`config.mk`:
```
export PLATFORM = sky130hd
export DESIGN_NAME = amk_regs
export DESIGN_NICKNAME = d
export VERILOG_FILES = /design/src/inc/amk_pkg.sv /design/src/rtl/amk_regs.sv /design/src/rtl/amk_key_store.sv
export SDC_FILE = /design/constraint.sdc
export NUM_CORES = 2
export LEC_CHECK = 0
export BUFFER_PORTS_ARGS = -buffer_cell sky130_fd_sc_hd__buf_2
export CORE_ASPECT_RATIO = 0.7
export CORE_MARGIN = 4
export CORE_UTILIZATION = 55
export DETAILED_ROUTE_END_ITERATION = 7
export PLACE_DENSITY_LB_ADDON = 0.05
export SLEW_MARGIN = 10
export SYNTH_ARGS = -nofsm -noshare
export SYNTH_HDL_FRONTEND = slang
export SYNTH_SLANG_ARGS = --single-unit
```
`constraint.sdc`:
```
create_clock -name i_clk -period 4.6 [get_ports i_clk]
set_input_delay 0 -clock i_clk [delete_from_list [all_inputs] [get_ports i_clk]]
set_output_delay 0 -clock i_clk [all_outputs]
set_load 0.02 [all_outputs]
```
`src/inc/amk_pkg.sv`:
```
`default_nettype none
package amk_pkg;
    // ------------------------------------------------------------
    // Register offsets (byte addresses)
    // ------------------------------------------------------------
    localparam logic [31:0] AMK_IRQ_CLEAR_ADDR  = 32'h30040018;
    localparam logic [31:0] AMK_MODE_WORD0_ADDR = 32'h3004001c;
    localparam logic [31:0] AMK_MODE_WORD1_ADDR = 32'h30040020;
    localparam logic [31:0] AMK_MODE_WORD2_ADDR = 32'h30040024;
    localparam logic [31:0] AMK_MODE_WORD3_ADDR = 32'h30040028;
    localparam logic [31:0] AMK_KEY_BASE_ADDR   = 32'h30040100;
    localparam int          AMK_KEY_WORDS       = 64;
    localparam int          AMK_MODE_WORDS      = 4;
    // ------------------------------------------------------------
    // Fields and reset values
    // ------------------------------------------------------------
    localparam int          AMK_IRQ_CLEAR_BIT   = 0;
    localparam logic [31:0] AMK_WORD_RESET      = 32'h0;
    localparam logic        AMK_IDLE_RESET      = 1'h1;
    localparam logic [1:0]  AMK_MD_ECB0         = 2'h0;
    localparam logic [1:0]  AMK_MD_ECB1         = 2'h1;
    localparam logic [1:0]  AMK_MD_CTR          = 2'h2;
    localparam logic [1:0]  AMK_MD_CBC          = 2'h3;
    localparam logic [1:0]  AMK_KS_128          = 2'h0;
    localparam logic [1:0]  AMK_KS_192          = 2'h1;
    typedef enum logic [1:0] {AMK_CHAIN_ECB, AMK_CHAIN_CTR, AMK_CHAIN_CBC} amk_chain_t;
    typedef enum logic [1:0] {AMK_KEY_128, AMK_KEY_192, AMK_KEY_256} amk_keylen_t;
endpackage
`default_nettype wire

```
`src/rtl/amk_regs.sv`:
```
`default_nettype none
//Behaviour
// - Writing one to clear bit drops pending interrupt
// - CBC: mode words form IV, word0 lowest
// - CTR: mode words form counter block, same order
// - Other modes ignore mode words; still RW, reset zero
// - Sixty-four word write-only key store
// - Key store accessible only while engine idle
// - Chaining field: 0,1 ECB; 2 CTR; 3 CBC
// - Idle flag one unless calculating; resets one
// - Enabled interrupt pends at operation end until cleared
// - Key size: 0=128, 1=192, 2/3=256
module amk_regs
    import amk_pkg::*;
(
    input  wire logic              i_clk,
    input  wire logic              i_nrst,
    input  wire logic              i_wr,
    input  wire logic              i_rd,
    input  wire logic [31:0]       i_addr,
    input  wire logic [31:0]       i_wdata,
    output logic      [31:0]       o_rdata,
    input  wire logic              i_start,
    input  wire logic              i_done,
    input  wire logic              i_irq_en,
    input  wire logic [1:0]        i_chaining_mode_field,
    input  wire logic [1:0]        i_key_size_field,
    input  wire logic [5:0]        i_key_raddr,
    output logic      [31:0]       o_key_word,
    output logic                   o_idle,
    output logic                   o_interrupt_pending_bit,
    output logic                   o_irq,
    output amk_chain_t             o_chain,
    output amk_keylen_t            o_keylen,
    output logic                   o_use_mode_words,
    output logic      [127:0]      o_mode_block
);
    // ------------------------------------------------------------
    // Decode helpers
    // ------------------------------------------------------------
    function automatic amk_chain_t chain_of(input logic [1:0] f);
        unique case (f)
            AMK_MD_CTR: chain_of = AMK_CHAIN_CTR;
            AMK_MD_CBC: chain_of = AMK_CHAIN_CBC;
            default:    chain_of = AMK_CHAIN_ECB;
        endcase
    endfunction

    function automatic amk_keylen_t keylen_of(input logic [1:0] f);
        unique case (f)
            AMK_KS_128: keylen_of = AMK_KEY_128;
            AMK_KS_192: keylen_of = AMK_KEY_192;
            default:    keylen_of = AMK_KEY_256;
        endcase
    endfunction

    function automatic logic in_keys(input logic [31:0] a);
        in_keys = (a >= AMK_KEY_BASE_ADDR) && (a < AMK_KEY_BASE_ADDR + 32'(AMK_KEY_WORDS * 4));
    endfunction

    // ------------------------------------------------------------
    // State
    // ------------------------------------------------------------
    logic [31:0] mode_q [AMK_MODE_WORDS];
    logic [31:0] mode_d [AMK_MODE_WORDS];
    logic        idle_q, idle_d;
    logic        pend_q, pend_d;
    logic        clr_hit;
    logic        key_we;
    logic [31:0] rdata_d, rdata_q;
    logic [31:0] koff;

    assign koff    = i_addr - AMK_KEY_BASE_ADDR;
    assign clr_hit = i_wr && (i_addr == AMK_IRQ_CLEAR_ADDR) && i_wdata[AMK_IRQ_CLEAR_BIT];
    assign key_we  = i_wr && in_keys(i_addr) && idle_q;

    // ------------------------------------------------------------
    // Mode words
    // ------------------------------------------------------------
    always_comb begin
        for (int i = 0; i < AMK_MODE_WORDS; i++) begin
            mode_d[i] = mode_q[i];
            if (i_wr && (i_addr == AMK_MODE_WORD0_ADDR + 32'(i * 4))) begin
                mode_d[i] = i_wdata;
            end
        end
    end

    always_ff @(posedge i_clk) begin
        if (!i_nrst) begin
            for (int i = 0; i < AMK_MODE_WORDS; i++) begin
                mode_q[i] <= AMK_WORD_RESET;
            end
        end else begin
            mode_q <= mode_d;
        end
    end

    // ------------------------------------------------------------
    // Engine status and pending interrupt
    // ------------------------------------------------------------
    always_comb begin
        idle_d = idle_q;
        if (i_start) begin
            idle_d = 1'b0;
        end else if (i_done) begin
            idle_d = 1'b1;
        end
        pend_d = pend_q;
        if (clr_hit) begin
            pend_d = 1'b0;
        end
        if (i_done && !idle_q && i_irq_en) begin
            pend_d = 1'b1;
        end
    end

    always_ff @(posedge i_clk) begin
        if (!i_nrst) begin
            idle_q <= AMK_IDLE_RESET;
            pend_q <= 1'b0;
        end else begin
            idle_q <= idle_d;
            pend_q <= pend_d;
        end
    end

    // ------------------------------------------------------------
    // Read data
    // ------------------------------------------------------------
    always_comb begin
        rdata_d = AMK_WORD_RESET;
        if (i_rd) begin
            for (int i = 0; i < AMK_MODE_WORDS; i++) begin
                if (i_addr == AMK_MODE_WORD0_ADDR + 32'(i * 4)) begin
                    rdata_d = mode_q[i];
                end
            end
        end
    end

    always_ff @(posedge i_clk) begin
        if (!i_nrst) begin
            rdata_q <= AMK_WORD_RESET;
        end else begin
            rdata_q <= rdata_d;
        end
    end

    // ------------------------------------------------------------
    // Key store
    // ------------------------------------------------------------
    amk_key_store u_keys (
        .i_clk   (i_clk),
        .i_we    (key_we),
        .i_waddr (koff[7:2]),
        .i_wdata (i_wdata),
        .i_raddr (i_key_raddr),
        .o_rdata (o_key_word)
    );

    // ------------------------------------------------------------
    // Outputs
    // ------------------------------------------------------------
    assign o_rdata                 = rdata_q;
    assign o_idle                  = idle_q;
    assign o_interrupt_pending_bit = pend_q;
    assign o_irq                   = pend_q;
    assign o_chain                 = chain_of(i_chaining_mode_field);
    assign o_keylen                = keylen_of(i_key_size_field);
    assign o_use_mode_words        = (o_chain != AMK_CHAIN_ECB);
    assign o_mode_block            = {mode_q[3], mode_q[2], mode_q[1], mode_q[0]};

    // ------------------------------------------------------------
    // Checks
    // ------------------------------------------------------------
    clr_irq_a: assert property (@(posedge i_clk) disable iff (!i_nrst)
        clr_hit && !i_done |=> !pend_q) else $error("pending not cleared");
    clr_rd_a: assert property (@(posedge i_clk) disable iff (!i_nrst)
        i_rd && i_addr == AMK_IRQ_CLEAR_ADDR |=> o_rdata == 32'h0) else $error("clear reads nonzero");
    irq_set_a: assert property (@(posedge i_clk) disable iff (!i_nrst)
        i_done && !idle_q && i_irq_en |=> pend_q) else $error("pending not set");
    irq_hold_a: assert property (@(posedge i_clk) disable iff (!i_nrst)
        pend_q && !clr_hit |=> pend_q) else $error("pending lost");
    irq_gate_a: assert property (@(posedge i_clk) disable iff (!i_nrst)
        i_done && !i_irq_en && !pend_q |=> !pend_q) else $error("pending without enable");
    busy_key_a: assert property (@(posedge i_clk) disable iff (!i_nrst)
        i_wr && in_keys(i_addr) && !idle_q
        |=> u_keys.mem_q[$past(koff[7:2])] == $past(u_keys.mem_q[koff[7:2]]))
        else $error("key write while busy");
    key_read_a: assert property (@(posedge i_clk) disable iff (!i_nrst)
        i_rd && in_keys(i_addr) |=> o_rdata == 32'h0) else $error("key readable");
    mode_rd_a: assert property (@(posedge i_clk) disable iff (!i_nrst)
        i_wr && i_addr == AMK_MODE_WORD3_ADDR ##1 !i_wr ##1 i_rd && i_addr == AMK_MODE_WORD3_ADDR && !i_wr
        |=> o_rdata == $past(i_wdata, 3)) else $error("mode word readback");
    iv_low_a: assert property (@(posedge i_clk) disable iff (!i_nrst)
        i_wr && i_addr == AMK_MODE_WORD0_ADDR |=> o_mode_block[31:0] == $past(i_wdata))
        else $error("mode word 0 placement");
    iv_high_a: assert property (@(posedge i_clk) disable iff (!i_nrst)
        i_wr && i_addr == AMK_MODE_WORD3_ADDR |=> o_mode_block[127:96] == $past(i_wdata))
        else $error("mode word 3 placement");
    idle_run_a: assert property (@(posedge i_clk) disable iff (!i_nrst)
        i_start |=> !o_idle) else $error("idle during run");
    idle_end_a: assert property (@(posedge i_clk) disable iff (!i_nrst)
        i_done && !i_start |=> o_idle) else $error("idle not restored");
    chain_map_a: assert property (@(posedge i_clk) disable iff (!i_nrst)
        i_chaining_mode_field == AMK_MD_CBC |-> o_chain == AMK_CHAIN_CBC && o_use_mode_words)
        else $error("chain decode");
    chain_ctr_a: assert property (@(posedge i_clk) disable iff (!i_nrst)
        i_chaining_mode_field == AMK_MD_CTR |-> o_chain == AMK_CHAIN_CTR && o_use_mode_words)
        else $error("counter mode decode");
    chain_ecb_a: assert property (@(posedge i_clk) disable iff (!i_nrst)
        i_chaining_mode_field == AMK_MD_ECB0 || i_chaining_mode_field == AMK_MD_ECB1
        |-> o_chain == AMK_CHAIN_ECB && !o_use_mode_words)
        else $error("plain mode decode");
    key_wide_a: assert property (@(posedge i_clk) disable iff (!i_nrst)
        i_key_size_field != AMK_KS_128 && i_key_size_field != AMK_KS_192 |-> o_keylen == AMK_KEY_256)
        else $error("key size decode");
    key_wr_c:  cover property (@(posedge i_clk) key_we);
    irq_c:     cover property (@(posedge i_clk) pend_q ##1 !pend_q);
    busy_c:    cover property (@(posedge i_clk) i_wr && in_keys(i_addr) && !idle_q);
    mode_rd_c: cover property (@(posedge i_clk)
        i_wr && i_addr == AMK_MODE_WORD3_ADDR ##2 i_rd && i_addr == AMK_MODE_WORD3_ADDR);
    ctr_c:     cover property (@(posedge i_clk) o_chain == AMK_CHAIN_CTR && o_use_mode_words);
endmodule
`default_nettype wire

```
`src/rtl/amk_key_store.sv`:
```
`default_nettype none
module amk_key_store
    import amk_pkg::*;
(
    input  wire logic        i_clk,
    input  wire logic        i_we,
    input  wire logic [5:0]  i_waddr,
    input  wire logic [31:0] i_wdata,
    input  wire logic [5:0]  i_raddr,
    output logic      [31:0] o_rdata
);
    // ------------------------------------------------------------
    // Key word array
    // ------------------------------------------------------------
    logic [31:0] mem_q [AMK_KEY_WORDS];

    always_ff @(posedge i_clk) begin
        if (i_we) begin
            mem_q[i_waddr] <= i_wdata;
        end
    end

    assign o_rdata = mem_q[i_raddr];
endmodule
`default_nettype wire

```
==> run metrics <==
total power=40.7 mW; Clock Path Buffers=3; TritonCTS Buffers=201; #FFs+latches synth=2,210; DRT Pass-1 Iters=8; post-synthesis mux area share=14.0%; vias in the first global route=44.2k; Yosys Warn Count=0; total track usage=30.5%; Switching Share=21.7%; Post-Synth Adder-Cell Area=0%; crit share post-route=82.3%; main combinational cell family by area after synthesis=multiplexers; Post-Layout Cell Count=7,010; Post-synth top flop=edfxtp_1; Worst Hold Endpoint=u_keys.mem_q[8][19]; WHS Path Cells=5; die height=337 µm; Remaining Overflow, GRT=0; clock root cell=clkbuf_16; WP depth=11; Hold Vio Cnt, Final=0; Cell Rows=120; Hold Crit Class=input pin to register; post-CTS setup buffer count=0; MaxCap Viol Count=0; Worst Path Arrival=4.55 ns; Reg power frac=53.8%; Synth cell types=57; Mean Syn Cell Area=19.9 µm²; Synth Area in Compound Gates=5.20%; CTS tree=built; clock power share=40.7%; Layout area overhead=14.3%; failing checks=antenna rules, DRC; final setup margin=0.813 ns; pwr/cell area=419 mW/mm²; final wirelength=246,000 µm; max incr delay on CP=0.74 ns; fin util=63.4%; layout cells sized above 1=28.2%; Worst EP required=5.37 ns; r2r endpoint=u_keys.mem_q[39][16]; Clock Pin Slew Worst Setup and Hold Paths=0.06 ns; CP max FO=11; Worst Path Buf+Inv=6; Clock Skew=0.0233 ns; post-CTS sizing=0; DR WL/cell=35.1 µm; RR Startpoint=o_idle; Peak VDD IR=0.000408 V; worst hold start=i_addr[4]; dpl cells=6,573; vias per inst=6.70; Slew Viols, Final=0; Gate power share=5.5%; first-pass GRT wire length=346,000 µm; Peak Freq=264 MHz; core area=0.153 mm²; hpwl dp=151,000 µm; startpoint types=input pin; largest net degree at the start of global routing=99; via count=46.9k; Synth Area in Simple Gates=2.93%; status=finished, violations left; EDFF count, synth=2,048; synthesized area=0.0851 mm²; worst-case reg-to-reg path depth=7; CP max stage cell=dlygate4sd3_1; Worst slew margin=13.3%; die area=0.161 mm²; Die W=478 µm; Post-DRT Antenna Nets=1; Fillers=10.6k; internal power=31.9 mW; Clock Latency Late Sink=0.83 ns; Tightest Pin Transition=1.29 ns; CP Class=input pin to register; Synth Instances=4,270; Crit path top cell by count=dlygate4sd3_1; number of H-tree levels=4; FF-to-FF setup slack=1.57 ns; # DRC=14; P_sw=8.82 mW; Final min period=3.79 ns; Starting DRT DRC Count=7,236; leakage power=30.8 nW; final setup TNS=0 ns; crit path cell chain=dlygate4sd3_1, buf_2, nor3_1, dlygate4sd3_1, nand4_1, dlygate4sd3_1, nor3_4, nand3_1, dlygate4sd3_1, a21boi_1, dlygate4sd3_1; NumNets Final=4,842; RSZ-0062 raised after global routing=false; pre-CTS setup slack=0.901 ns; Initial Util=55.5%; # setup viols final=0; Synth Area in XOR/XNOR=0%; IO Port Bufs=280; critical path capture point type=register; Sink Count=2,210; IO Pins=281; Synth async-reset ratio=0%; Final GP Congestion=0.907; Syn Nets=4,351; initial antenna violation count=12; Seq/Total Area, Yosys=76.1%; Crit path max-delay family=buffers and inverters
## synthesized netlist by cell type, types with 21 or more instances
cell type	count	area, µm²
edfxtp_1	2048	61500
mux4_2	503	11300
o21ai_0	193	966
dfxtp_1	162	3240
nor2_1	151	567
clkbuf_1	147	552
nand3_1	145	726
o22ai_1	109	682
a21boi_0	104	781
nand2_1	89	334
buf_2	64	320
mux2i_1	54	541
a22oi_1	46	345
buf_4	46	345
a21oi_1	45	225
nor3_1	29	145
o221ai_1	26	228
a21boi_1	25	188
inv_1	23	86.3
a32oi_1	21	184
nor4_1	21	131
## how the worst max path moves through the flow
stage	start	endpoint	slack [ns]
finish	i_addr[11]	o_mode_block[73]	0.81
CTS	i_key_raddr[3]	o_key_word[26]	0.92
global placement	i_key_raddr[3]	o_key_word[26]	0.88
detailed placement	i_key_raddr[3]	o_key_word[26]	0.90
floorplan	o_idle	u_keys.mem_q[27][0]	1.44
global route	i_addr[11]	o_mode_block[73]	0.64
## cell usage in the layout, fill, tap and decap left out, types with 21 or more instances in the layout
| cell type | instances |
|---|---|
| inv_1 | 22 |
| edfxtp_1 | 2048 |
| a22oi_1 | 46 |
| o221ai_1 | 26 |
| mux4_2 | 503 |
| nor4_1 | 21 |
| a21oi_1 | 45 |
| clkinv_1 | 52 |
| a32oi_1 | 21 |
| dlygate4sd3_1 | 59 |
| buf_2 | 275 |
| o22ai_1 | 109 |
| a21boi_1 | 25 |
| nor2_4 | 66 |
| clkbuf_1 | 40 |
| a21boi_0 | 104 |
| clkinv_2 | 33 |
| buf_4 | 222 |
| nor2_1 | 86 |
| nor3_1 | 28 |
| mux2i_1 | 54 |
| clkbuf_16 | 206 |
| o21ai_0 | 193 |
| dfxtp_1 | 162 |
| nand2_1 | 89 |
| nand3_1 | 144 |
## timing repair
item                                    in CTS  in global routing
hold buffers                                59                  0
hold endpoints to repair                  1788                  0
endpoints found under the setup margin       0                  0
## worst min-delay path, delay by kind of cell
kind | cells | cell delay, ns
AND/OR/NAND/NOR | 3 | 0.25
buffers and inverters | 2 | 0.45
## logic make-up (layout without fill, tap and decap cells)
family / after synthesis / after routing
DFF: 2210 / 2210
AOI/OAI and AO/OA: 668 / 668
muxes: 563 / 563
and+or+nand+nor: 520 / 520
buffers and inverters: 309 / 968
other: 0 / 7
## sequential cells by signal, summed over array words and instances (netlist names)
signal / flops
o_rdata: 32
o_idle: 1
o_interrupt_pending_bit: 1
o_mode_block: 128
u_keys.mem_q: 2048
## stage by stage
step,hold WS [ns],instance area (µm²)
4_1_cts,0.00754,97200
5_1_grt,0.0589,97200
3_3_place_gp,0.194,90200
3_5_place_dp,0.206,90200
2_1_floorplan,0.0781,85100
6_report,0.0752,97200
## area by class of cell
class / count / area, µm² / area share (%)
sequential: 2210 / 64700 / 66.6
timing repair buffer: 574 / 3980 / 4.09
tap: 2074 / 2590 / 2.67
clock inverter: 124 / 1110 / 1.15
multi-input combinational: 1751 / 19400 / 19.9
antenna: 7 / 17.5 / 0.0180
inverter: 23 / 86.3 / 0.0888
clock buffer: 247 / 5320 / 5.47
## per-layer routing
| layer | global-route usage [%] | wire length (µm) | vias up | part of all wire (%) |
|---|---|---|---|---|
| met5 | 0 | 11 | - | 0.0045 |
| met4 | 7.78 | 6560 | 2 | 2.7 |
| met3 | 8.23 | 29500 | 373 | 12 |
| met2 | 42.5 | 107000 | 2898 | 43 |
| met1 | 48.1 | 103000 | 24900 | 42 |
| li1 | - | - | 18800 | - |
## power by group through the flow
stage          clock network (mW)  registers (mW)  logic (mW)
6_report                     16.6            21.9        2.22
5_1_grt                      17.7            21.9        2.30
4_1_cts                      16.8            21.9        2.21
3_5_place_dp                    0            22.4        2.17
3_3_place_gp                    0            22.4        2.16
2_1_floorplan                   0            22.4        1.04
Note: power is estimated with default switching activity, not from simulation.
